<file path="src/cso_consts.svh">
// constants for the command-stream ordering and fetch block
// assumes inclusion by bare name from the package and the design modules
`ifndef CSO_CONSTS_SVH
`define CSO_CONSTS_SVH

`define CSO_FIFO_DEPTH 8
`define CSO_LINE_BYTES 64
`define CSO_LINE_BITS 512
`define CSO_ADDR_W 32
`define CSO_CNT_W 4
`define CSO_MEMPEND_W 6
`define CSO_GLOBAL_PF_RST 1'b1
`define CSO_CTX_PF_RST 1'b1

`endif

</file>
<file path="src/cso_pkg.sv">
// types shared by the command-stream ordering and fetch block
// assumes cso_consts.svh sits in the same folder
`include "cso_consts.svh"

package cso_pkg;

  typedef enum logic [3:0] {
    CSO_CMD_OTHER,
    CSO_CMD_REG_LOAD_MEM,
    CSO_CMD_REG_LOAD_IMM,
    CSO_CMD_REG_COPY,
    CSO_CMD_MATH,
    CSO_CMD_PIPE_CTRL,
    CSO_CMD_ATOMIC,
    CSO_CMD_SEM_WAIT,
    CSO_CMD_BATCH_START,
    CSO_CMD_COND_BATCH_END,
    CSO_CMD_ARB_CHECK,
    CSO_CMD_REG_READER
  } cso_cmd_type;

  typedef enum logic [1:0] {
    CSO_ST_IDLE,
    CSO_ST_WAIT_MEM,
    CSO_ST_WAIT_REG
  } cso_state_type;

endpackage

</file>
<file path="src/cso_cmd_order.sv">
// command ordering gate and command-line fetch engine of a command streamer
// assumes executor, register file and memory all run on clock
// Notes on behaviour
// - memory-reading load, atomic and semaphore commands wait for earlier writes visible.
// - non-posted register write holds the next command until the update acks.
// - immediate load, pipe control, math and register copy write non-posted.
// - load-from-memory posted or non-posted according to its async header bit.
// - register readers see the latest value of earlier non-posted writes.
// - fetch engine prefetches up to eight lines and refills as space frees.
// - advanced prefetch is enabled after reset until software clears it.
// - per-context prefetch enable set by arbitration check and saved with context.
// - advanced prefetch runs only when global and context enables are both set.
// - command fifo holds at most eight 64-byte lines.
`timescale 1ns/1ps
`default_nettype none
`include "cso_consts.svh"

module cso_cmd_order
  import cso_pkg::*;
(
  // clock and reset
  input wire logic clock,
  input wire logic rstn,
  // command from the executor
  input wire logic cmd_valid,
  input wire cso_cmd_type cmd_type,
  input wire logic cmd_async,
  input wire logic cmd_arb_pf_en,
  output logic cmd_done_q,
  // memory write tracking of earlier commands
  input wire logic mem_wr_issue,
  input wire logic mem_wr_go,
  // register write port
  output logic reg_wr_q,
  output logic reg_wr_posted_q,
  input wire logic reg_wr_ack,
  // prefetch enables and context state
  input wire logic gpf_wr,
  input wire logic gpf_wr_data,
  input wire logic ctx_load,
  input wire logic ctx_load_pf_en,
  output logic ctx_pf_en_q,
  output logic adv_pf_active_q,
  // jumps seen by the preparser and executed by the executor
  input wire logic jump_seen,
  input wire logic [`CSO_ADDR_W-1:0] jump_seen_tgt,
  input wire logic jump_exec,
  input wire logic [`CSO_ADDR_W-1:0] jump_exec_tgt,
  // memory fetch port
  output logic fetch_req_q,
  output logic [`CSO_ADDR_W-1:0] fetch_addr_q,
  input wire logic fetch_gnt,
  input wire logic line_valid,
  input wire logic [`CSO_LINE_BITS-1:0] line_data,
  // fetched lines to the parser
  output logic cl_valid_q,
  output logic [`CSO_LINE_BITS-1:0] cl_data_q,
  input wire logic cl_ready
);

  // command ordering
  cso_state_type state_q, state_d;
  cso_cmd_type cur_q;
  logic async_q;
  logic [`CSO_MEMPEND_W-1:0] mem_pend_q;
  logic gpf_q;

  wire take = (state_q == CSO_ST_IDLE) && cmd_valid;
  wire mem_consumer = (cmd_type == CSO_CMD_REG_LOAD_MEM) || (cmd_type == CSO_CMD_ATOMIC)
    || (cmd_type == CSO_CMD_SEM_WAIT);
  wire mem_block = mem_pend_q != '0;
  wire cur_wr = (cur_q == CSO_CMD_REG_LOAD_MEM) || (cur_q == CSO_CMD_REG_LOAD_IMM)
    || (cur_q == CSO_CMD_REG_COPY) || (cur_q == CSO_CMD_MATH) || (cur_q == CSO_CMD_PIPE_CTRL);
  wire cur_posted = (cur_q == CSO_CMD_REG_LOAD_MEM) && async_q;
  wire run_now = (state_q == CSO_ST_WAIT_MEM) && !mem_block;
  wire take_go = take && !(mem_consumer && mem_block);
  wire take_wr = (cmd_type == CSO_CMD_REG_LOAD_MEM) || (cmd_type == CSO_CMD_REG_LOAD_IMM)
    || (cmd_type == CSO_CMD_REG_COPY) || (cmd_type == CSO_CMD_MATH)
    || (cmd_type == CSO_CMD_PIPE_CTRL);
  wire take_posted = (cmd_type == CSO_CMD_REG_LOAD_MEM) && cmd_async;
  wire issue_wr = (take_go && take_wr) || (run_now && cur_wr);
  wire issue_posted = take_go ? take_posted : cur_posted;
  wire finish = (take_go && !take_wr) || (run_now && !cur_wr) || (issue_wr && issue_posted)
    || ((state_q == CSO_ST_WAIT_REG) && reg_wr_ack);

  always_comb begin
    state_d = state_q;
    case (state_q)
      CSO_ST_IDLE: begin
        if (take && !take_go) begin
          state_d = CSO_ST_WAIT_MEM;
        end else if (issue_wr && !issue_posted) begin
          state_d = CSO_ST_WAIT_REG;
        end
      end
      CSO_ST_WAIT_MEM: begin
        if (run_now) begin
          state_d = (cur_wr && !cur_posted) ? CSO_ST_WAIT_REG : CSO_ST_IDLE;
        end
      end
      CSO_ST_WAIT_REG: begin
        if (reg_wr_ack) begin
          state_d = CSO_ST_IDLE;
        end
      end
      default: state_d = CSO_ST_IDLE;
    endcase
  end

  always_ff @(posedge clock or negedge rstn) begin
    if (!rstn) begin
      state_q <= CSO_ST_IDLE;
      cur_q <= CSO_CMD_OTHER;
      async_q <= 1'b0;
      cmd_done_q <= 1'b0;
      reg_wr_q <= 1'b0;
      reg_wr_posted_q <= 1'b0;
    end else begin
      state_q <= state_d;
      if (take) begin
        cur_q <= cmd_type;
        async_q <= cmd_async;
      end
      cmd_done_q <= finish;
      reg_wr_q <= issue_wr;
      reg_wr_posted_q <= issue_wr && issue_posted;
    end
  end

  // posted memory writes still short of global observation
  always_ff @(posedge clock or negedge rstn) begin
    if (!rstn) begin
      mem_pend_q <= '0;
    end else begin
      mem_pend_q <= mem_pend_q + `CSO_MEMPEND_W'(mem_wr_issue) - `CSO_MEMPEND_W'(mem_wr_go);
    end
  end

  // prefetch enables
  always_ff @(posedge clock or negedge rstn) begin
    if (!rstn) begin
      gpf_q <= `CSO_GLOBAL_PF_RST;
      ctx_pf_en_q <= `CSO_CTX_PF_RST;
      adv_pf_active_q <= 1'b0;
    end else begin
      if (gpf_wr) begin
        gpf_q <= gpf_wr_data;
      end
      if (ctx_load) begin
        ctx_pf_en_q <= ctx_load_pf_en;
      end else if (take && (cmd_type == CSO_CMD_ARB_CHECK)) begin
        ctx_pf_en_q <= cmd_arb_pf_en;
      end
      adv_pf_active_q <= gpf_q && ctx_pf_en_q;
    end
  end

  // fetch engine
  logic hold_q;
  logic tgt_pend_q;
  logic [`CSO_ADDR_W-1:0] tgt_q;
  logic [`CSO_CNT_W-1:0] out_q;
  logic [`CSO_CNT_W-1:0] drop_q;
  logic [`CSO_CNT_W-1:0] fifo_cnt;
  logic fifo_out_valid;
  logic [`CSO_LINE_BITS-1:0] fifo_out_data;

  wire flush = jump_exec && hold_q;
  wire [`CSO_CNT_W:0] inflight = {1'b0, fifo_cnt} + {1'b0, out_q};
  wire credit = inflight < (`CSO_CNT_W + 1)'(`CSO_FIFO_DEPTH);
  wire issue = !fetch_req_q && !hold_q && !tgt_pend_q && !flush && credit;
  wire ret_drop = line_valid && (drop_q != '0);
  wire push = line_valid && !ret_drop;
  wire stage_load = !cl_valid_q || cl_ready;
  wire pop = fifo_out_valid && stage_load && !flush;

  always_ff @(posedge clock or negedge rstn) begin
    if (!rstn) begin
      fetch_req_q <= 1'b0;
      fetch_addr_q <= '0;
      hold_q <= 1'b0;
      tgt_pend_q <= 1'b0;
      tgt_q <= '0;
    end else begin
      fetch_req_q <= fetch_req_q ? !fetch_gnt : issue;
      if (flush) begin
        hold_q <= 1'b0;
        tgt_pend_q <= 1'b1;
        tgt_q <= jump_exec_tgt;
      end else if (jump_seen && adv_pf_active_q) begin
        tgt_pend_q <= 1'b1;
        tgt_q <= jump_seen_tgt;
      end else if (jump_seen) begin
        hold_q <= 1'b1;
      end else if (tgt_pend_q && !fetch_req_q) begin
        tgt_pend_q <= 1'b0;
        fetch_addr_q <= tgt_q;
      end
      if (fetch_req_q && fetch_gnt) begin
        fetch_addr_q <= fetch_addr_q + `CSO_ADDR_W'(`CSO_LINE_BYTES);
      end
    end
  end

  // granted lines still to return, and how many of those belong to a dead path
  always_ff @(posedge clock or negedge rstn) begin
    if (!rstn) begin
      out_q <= '0;
      drop_q <= '0;
    end else begin
      out_q <= out_q + `CSO_CNT_W'(fetch_req_q && fetch_gnt) - `CSO_CNT_W'(line_valid);
      if (flush) begin
        drop_q <= out_q + `CSO_CNT_W'(fetch_req_q) - `CSO_CNT_W'(line_valid);
      end else if (ret_drop) begin
        drop_q <= drop_q - 1'b1;
      end
    end
  end

  // credits keep the fifo from ever refusing a returning line
  cso_line_fifo #(
    .WIDTH(`CSO_LINE_BITS),
    .DEPTH(`CSO_FIFO_DEPTH)
  ) u_fifo (
    .clock(clock),
    .rstn(rstn),
    .flush(flush),
    .in_valid(push && !flush),
    .in_ready(),
    .in_data(line_data),
    .out_valid(fifo_out_valid),
    .out_ready(pop),
    .out_data(fifo_out_data),
    .count(fifo_cnt)
  );

  always_ff @(posedge clock or negedge rstn) begin
    if (!rstn) begin
      cl_valid_q <= 1'b0;
      cl_data_q <= '0;
    end else if (flush) begin
      cl_valid_q <= 1'b0;
    end else if (stage_load) begin
      cl_valid_q <= fifo_out_valid;
      cl_data_q <= fifo_out_data;
    end
  end

  mem_order_a: assert property (@(posedge clock) disable iff (!rstn)
    take && mem_consumer && mem_block |=> !reg_wr_q && !cmd_done_q
      && (state_q == CSO_ST_WAIT_MEM))
    else $error("memory consumer ran ahead of pending writes");

  nonposted_wait_a: assert property (@(posedge clock) disable iff (!rstn)
    (state_q == CSO_ST_WAIT_REG) && !reg_wr_ack |=> !cmd_done_q)
    else $error("command finished before register ack");

  np_types_a: assert property (@(posedge clock) disable iff (!rstn)
    $rose(reg_wr_q) && (cur_q != CSO_CMD_REG_LOAD_MEM) |-> !reg_wr_posted_q)
    else $error("non-posted command issued posted write");

  async_sel_a: assert property (@(posedge clock) disable iff (!rstn)
    reg_wr_q && (cur_q == CSO_CMD_REG_LOAD_MEM) |-> reg_wr_posted_q == async_q
      && cmd_done_q == async_q)
    else $error("async bit not obeyed");

  fetch_credit_a: assert property (@(posedge clock) disable iff (!rstn)
    inflight + (`CSO_CNT_W + 1)'(fetch_req_q) <= (`CSO_CNT_W + 1)'(`CSO_FIFO_DEPTH))
    else $error("more than eight lines in flight");

  adv_gate_a: assert property (@(posedge clock) disable iff (!rstn)
    jump_seen && !adv_pf_active_q && !flush && !hold_q |=> hold_q)
    else $error("fetch streamed across jump while disabled");

  jump_hold_a: assert property (@(posedge clock) disable iff (!rstn)
    hold_q && !fetch_req_q && !jump_exec |=> !fetch_req_q)
    else $error("fetch issued while held at a jump");

  arb_ctx_a: assert property (@(posedge clock) disable iff (!rstn)
    take && (cmd_type == CSO_CMD_ARB_CHECK) && !ctx_load |=> ctx_pf_en_q == $past(cmd_arb_pf_en)
      ##1 adv_pf_active_q == ($past(gpf_q) && $past(ctx_pf_en_q)))
    else $error("context prefetch enable not taken");

endmodule

`default_nettype wire

</file>
<file path="src/cso_line_fifo.sv">
// small valid/ready fifo that holds fetched command lines
// assumes a single clock; flush empties it in one cycle
`timescale 1ns/1ps
`default_nettype none
`include "cso_consts.svh"

module cso_line_fifo #(
  parameter int WIDTH = `CSO_LINE_BITS,
  parameter int DEPTH = `CSO_FIFO_DEPTH
) (
  // clock and reset
  input wire logic clock,
  input wire logic rstn,
  input wire logic flush,
  // filling side
  input wire logic in_valid,
  output logic in_ready,
  input wire logic [WIDTH-1:0] in_data,
  // draining side
  output logic out_valid,
  input wire logic out_ready,
  output logic [WIDTH-1:0] out_data,
  // occupancy
  output logic [`CSO_CNT_W-1:0] count
);
  localparam int AW = $clog2(DEPTH);

  logic [WIDTH-1:0] mem_q [DEPTH];
  logic [AW-1:0] wr_q;
  logic [AW-1:0] rd_q;
  logic [`CSO_CNT_W-1:0] cnt_q;
  wire push = in_valid && in_ready;
  wire pop = out_valid && out_ready;

  assign in_ready = cnt_q != `CSO_CNT_W'(DEPTH);
  assign out_valid = cnt_q != '0;
  assign out_data = mem_q[rd_q];
  assign count = cnt_q;

  always_ff @(posedge clock) begin
    if (push) begin
      mem_q[wr_q] <= in_data;
    end
  end

  always_ff @(posedge clock or negedge rstn) begin
    if (!rstn) begin
      wr_q <= '0;
      rd_q <= '0;
      cnt_q <= '0;
    end else if (flush) begin
      wr_q <= '0;
      rd_q <= '0;
      cnt_q <= '0;
    end else begin
      if (push) begin
        wr_q <= (wr_q == AW'(DEPTH - 1)) ? '0 : wr_q + 1'b1;
      end
      if (pop) begin
        rd_q <= (rd_q == AW'(DEPTH - 1)) ? '0 : rd_q + 1'b1;
      end
      cnt_q <= cnt_q + `CSO_CNT_W'(push) - `CSO_CNT_W'(pop);
    end
  end

  // the filler has no way to stall a returning line, so a full fifo here loses data
  fill_room_a: assert property (@(posedge clock) disable iff (!rstn)
    in_valid |-> in_ready)
    else $error("returning line found the fifo full");

endmodule

`default_nettype wire

</file>
<file path="config.mk">
export PLATFORM = sky130hd
export DESIGN_NAME = cso_cmd_order
export DESIGN_NICKNAME = d
export VERILOG_FILES = /design/src/cso_pkg.sv /design/src/cso_cmd_order.sv /design/src/cso_line_fifo.sv
export VERILOG_INCLUDE_DIRS = /design/src
export SDC_FILE = /design/constraint.sdc
export NUM_CORES = 2
export LEC_CHECK = 0
export ABC_CLOCK_PERIOD_IN_PS = 46100
export BUFFER_PORTS_ARGS = -buffer_cell sky130_fd_sc_hd__buf_4
export CAP_MARGIN = 10
export CORE_MARGIN = 5
export CORE_UTILIZATION = 45
export DETAILED_ROUTE_END_ITERATION = 10
export PLACE_DENSITY = 0.7
export SLEW_MARGIN = 40
export SYNTH_ARGS = -nofsm -noshare
export SYNTH_HDL_FRONTEND = slang
export SYNTH_SLANG_ARGS = --single-unit
</file>
<file path="constraint.sdc">
create_clock -name clock -period 46.1 [get_ports clock]
set_input_delay 0 -clock clock [delete_from_list [all_inputs] [get_ports clock]]
set_output_delay 0 -clock clock [all_outputs]
set_load 0.03 [all_outputs]
</file>
Word-level counts from Yosys, hierarchy flattened. Memory sizes are Yosys's and may differ from the RTL's. A register that Yosys moved wholly into a read port is not among the register bits. Cells that the tools add are included.

Flip-flop bits (word level): 105. Bits in writable memories: 4096. Input bits: 597. Output and inout port bits: 551. Word-level logic and storage cells: 180. Memories: 1.

$add $sub $neg: 13. Order comparisons: 1. Equal/unequal tests: 26. Multiplexer cells: 37. Bitwise operators: 1. Reduce and logical (&&, ||, !) cells: 80.

Memory list: u_fifo.mem_q (words 8, bits a word 512, read ports 1, clocked after Yosys merged registers in 1, wr ports 1, line cso_line_fifo.sv:28) `logic [WIDTH-1:0] mem_q [DEPTH];`.

Operator list (number): 32-bit two-way mux (7); 32-bit by 7-bit adder with 32-bit output, second input constant (1); 1-bit logical AND (32); 4-bit by 3-bit == test with 1-bit output, second input constant (6); 3-bit two-way mux (6); 4-bit by 2-bit == test with 1-bit output, second input constant (4); 2-bit nonzero test (8); 1-bit logical NOT (15); 1-bit logical OR (15); 1-bit two-way mux (15); 4-bit by 1-bit adder with 4-bit output (3); 4-bit two-way mux (3); 4-bit by 1-bit subtractor with 4-bit output (3); 2-bit two-way mux (5); 4-bit by 1-bit == test with 1-bit output, second input constant (2); 4-bit nonzero test (2); 3-bit by 1-bit adder with 3-bit output, second input constant (2); 6-bit by 1-bit adder with 6-bit output (1); 3-bit == test, second input constant (2); 2-bit by 1-bit != test with 1-bit output, second input constant (3); 2-bit != test, second input constant (3); 3-bit by 1-bit != test with 1-bit output, second input constant (2); 2-bit case mux with 3 select lines (1); 2-bit AND reduction (3); 14 further kinds (14).

Longest topological paths before layout.
Word-level depth: 12. Mapped depth: 11. Mapped depth without buffers: 11.

By module. A second synthesis with hierarchy kept.

Cell total of the unflattened synthesis: 7598. Area, all modules: 178022.0 µm².

By module, submodules not included: cso_line_fifo (instances 1, cells each 5994, area an instance 153908.9 µm², sequential area each 123248.2 µm²); cso_cmd_order (instances 1, cells each 1604, area an instance 24113.1 µm², sequential area each 15192.1 µm²).

Worst setup path before layout. OpenSTA, ideal clock, no wires.

Kind: flip-flop to flip-flop. Start point: register drop_q[0]. End point: memory u_fifo.mem_q[0][0] (netlist bit) (enable). Library setup time: 2015 ps. Data arrival time: 35668 ps. Data required time: 44085 ps. Path slack: 8418 ps. Stages on the path, launching flop included: 8. Path buffers: 0. Period minus slack after synthesis: 37682 ps. Cells stage by stage: dfrtp_1 > inv_1 > ha_1 > nor3b_1 > nand4_1 > inv_1 > nand2b_1 > nor3_1.

Word-level cells in the longest chain between the ends: 8.

Ends and longest elaborated chain: start, declared (line cso_cmd_order.sv:163) `` logic [`CSO_CNT_W-1:0] drop_q; ``; start signal, assigned (line cso_cmd_order.sv:213) `` drop_q <= out_q + `CSO_CNT_W'(fetch_req_q) - `CSO_CNT_W'(line_valid); ``; start signal, assigned (line cso_cmd_order.sv:215) `drop_q <= drop_q - 1'b1;`; 4-bit nonzero test (line cso_cmd_order.sv:172) `wire ret_drop = line_valid && (drop_q != '0);`; 1-bit logical AND (line cso_cmd_order.sv:172); 1-bit logical NOT (line cso_cmd_order.sv:173) `wire push = line_valid && !ret_drop;`; 1-bit logical AND (line cso_cmd_order.sv:173); 1-bit logical AND (line cso_cmd_order.sv:228) `.in_valid(push && !flush),`; 1-bit logical AND (line cso_line_fifo.sv:32) `wire push = in_valid && in_ready;`; 1-bit two-way mux (line cso_line_fifo.sv:41) `if (push) begin`; 1-bit two-way mux (not written as such) (line cso_line_fifo.sv:42) `mem_q[wr_q] <= in_data;`; end, declared (line cso_line_fifo.sv:28).

Every way passes these cells.

Final worst setup path.
Start point: register drop_q[0]. End point: memory u_fifo.mem_q[1][312] (netlist bit) (enable).

Same word-level chain as after synthesis.

==> results.ini <==
[run_status]
outcome = finished clean

[die]
io_pins = 1148
die_area_um2 = 403800
start_util = 0.4521
coreArea_um2 = 389400
die_width_um = 635.5
die_h_um = 635.5
rows = 229

[placed_design]
gp_congestion = 0.8189
hpwlAfterDp_um = 263200
io_buffers = 1147
placed_cells_incl_taps = 14250

[route]
firstDrtPassIters = 8
wl_met3_um = 31500
routed_via_density = 5.590
drt_iter0_drc = 9175
route.met2.wl_um = 225700
antenna_left = 0
routed.top_layer = met5
drc = 0
vias = 91720
wl_met1_um = 167800
wirelength_um = 445300
wl_per_cell_um = 27.14

[sta]
fmax_ghz = 0.1573
max_slew_margin = 0.4115
whs_ps = 14.06
tns_ps = 0
slew_violations = 0
hold_viol_final = 0
tightest_slew_ps = 882.7
clock_skew_ps = 88.82
period_share = 0.1379
grt_setup_unrepaired = false
period_needed_ps = 6357
finalSetupViolCount = 0

[critical_path]
critPathRequiredTime_ps = 46680
path_max_fanout = 43
timing.rr.start = drop_q[0]
cp_data_arrival_time_ps = 6940
reg2reg_depth = 13
rrSetupSlack_ps = 39740
r2r-end = u_fifo.mem_q[1][312]
path_class = flip-flop to flip-flop
end_kind = flip-flop
critPathLaunchType = flip-flop

[clocking]
cts_resized = 0
clkSlewWorstSetupHoldPaths_ps = 60
cts.hold.buffers_added = 1191
cts_buffers = 458
cts_sinks = 4713
clockBufferDepth = 4
clk_latency_ps = 980
cts_tree = yes
h-tree-depth = 5
post-cts-setup-buffer-count = 0
cts-root-buf = clkbuf_16

[logic_synthesis]
yosys.area.top_type = edfxtp_1
synth_area_leaders = edfxtp_1 70%, mux4_2 13%, dfrtp_1 8.7%, mux2i_1 3.1%, a21oi_1 1.5%
postSynthAreaPerCell_um2 = 21.61
synth_cell_types = 63
synth-edff-count = 4096
yosysTopAreaCellShare = 0.6987
synth_area_um2 = 176000
syn_inst = 8148
seq_area_frac_synth = 0.7864
synth_fp_nets = 8779
ys_seq_elements = 4713
async_flop_share = 0.1309
ys_warn_count = 0
synth-main-ff-cell = edfxtp_1

[cells_and_area]
mostFrequentLayoutCells = 4096 x edfxtp_1, 1256 x buf_4, 1190 x dlygate4sd3_1
syn2layout_area_growth_pct = 24.31
nNetsFinal = 11340
final_common_cell = edfxtp_1
utilization = 0.5620
fin_cells = 16410
drive_gt1_frac = 0.2784

[run]
max_cap_violations = 0

[global_route]
grt_pass1_vias = 94990
grt-ovfl-total = 0
grt_usage = 0.2149
antenna_found_initial = 131
grt_max_degree = 104
grt_pass1_wl_um = 652700

[power]
leakagePower_nw = 73.47
powerDensity_nw_per_um2 = 56.53
irDropWorstVdd_uv = 53.28

[min_path]
hold_path_depth = 2
hp-class = input port to flip-flop
hold_start = line_data[76]
hold_end = u_fifo.mem_q[1][76]

## state kept, by name, indices dropped and copies added, names as in the netlist
register	count
mem_pend_q	6
u_fifo.mem_q	4096
u_fifo.wr_q	3
cmd_done_q	1
u_fifo.rd_q	3
tgt_pend_q	1
tgt_q	32
async_q	1
cur_q	4
u_fifo.count	4
state_q	2
fetch_req_q	1
reg_wr_q	1
out_q	4
cl_valid_q	1
gpf_q	1
hold_q	1
adv_pf_active_q	1
cl_data_q	512
reg_wr_posted_q	1
drop_q	4
fetch_addr_q	32
ctx_pf_en_q	1
## critical path: stages, from the launching register on
cell	delay, ps
dfrtp_1	400
inv_1	90
ha_1	190
nor3b_1	280
nand4_1	250
inv_1	200
nand2_1	240
nor3_2	250
buf_4	500
buf_4	650
buf_4	560
buf_4	640
buf_4	710
buf_4	720
## metal layers
layer	global-route usage	vias up
li1	-	38560
met4	0.08591	34
met3	0.04157	913
met1	0.2770	48330
met2	0.3618	3878
met5	0	-
## cell families after synthesis
kind of cell	Yosys count	synth area share
AOI/OAI and AO/OA	639	0.01909
xor gates and xnor gates	15	0.0007462
adders and majority gates	34	0.002587
buffers and inverters	463	0.01227
DFF	4713	0.7864
muxes	1577	0.1625
and+or+nand+nor	707	0.01645
## stage by stage
stage | worst slack, ps | instance area, µm² | total power [mW]
2_1_floorplan | 8418 | 176000 | 7.481
3_3_place_gp | 39440 | 190700 | 8.504
3_5_place_dp | 39720 | 191000 | 8.572
4_1_cts | 39690 | 218400 | 12.45
5_1_grt | 39460 | 218800 | 12.86
6_report | 39740 | 218800 | 12.37
## worst max path at each step
stage	end	from
after detailed placement	u_fifo.mem_q[1][298]	drop_q[0]
after global placement	cl_data_q[315]	u_fifo.rd_q[0]
after CTS	u_fifo.mem_q[1][287]	drop_q[0]
after global routing	u_fifo.mem_q[1][312]	drop_q[0]
after floorplan	u_fifo.mem_q[0][0]	drop_q[0]
final	u_fifo.mem_q[1][312]	drop_q[0]
## cell usage after synthesis (all sizes together), types with 2 or more instances
master  count
nand2      77
edfxtp   4096
nand3      19
xnor2      11
clkbuf    171
nor4        5
mux4     1024
inv        39
mux2        6
o31ai       2
o221a       2
nor3b       2
a31oi       3
nand4       5
a221o       3
nor2      549
nor4b       2
nand2b      7
a211oi     15
o21bai      2
a21o        4
nor2b       2
o22ai       2
fa          4
dfstp       2
ha         30
o211ai      3
and3b       2
and4        6
and3        9
o21ai      51
a21oi     535
xor2        4
and2        9
dfrtp     615
mux2i     547
nor3        7
buf       253
a311oi      8
## final cells by class
type	count	area [µm²]
antenna	92	230.2
clock buffer	616	12620
clock inverter	252	2804
fill	28120	170500
inverter	39	148.9
multi-input combinational	2972	35520
sequential	4713	138500
tap	5197	6502
timing repair buffer	2527	22570
## power by group
part | internal (mW) | switching [mW] | total [mW]
clock | 2.17 | 1.62 | 3.78
combinational | 1.47 | 1.87 | 3.34
sequential | 4.95 | 0.298 | 5.25
total | 8.59 | 3.78 | 12.4
No activity file was read; power rests on OpenSTA's default activity.
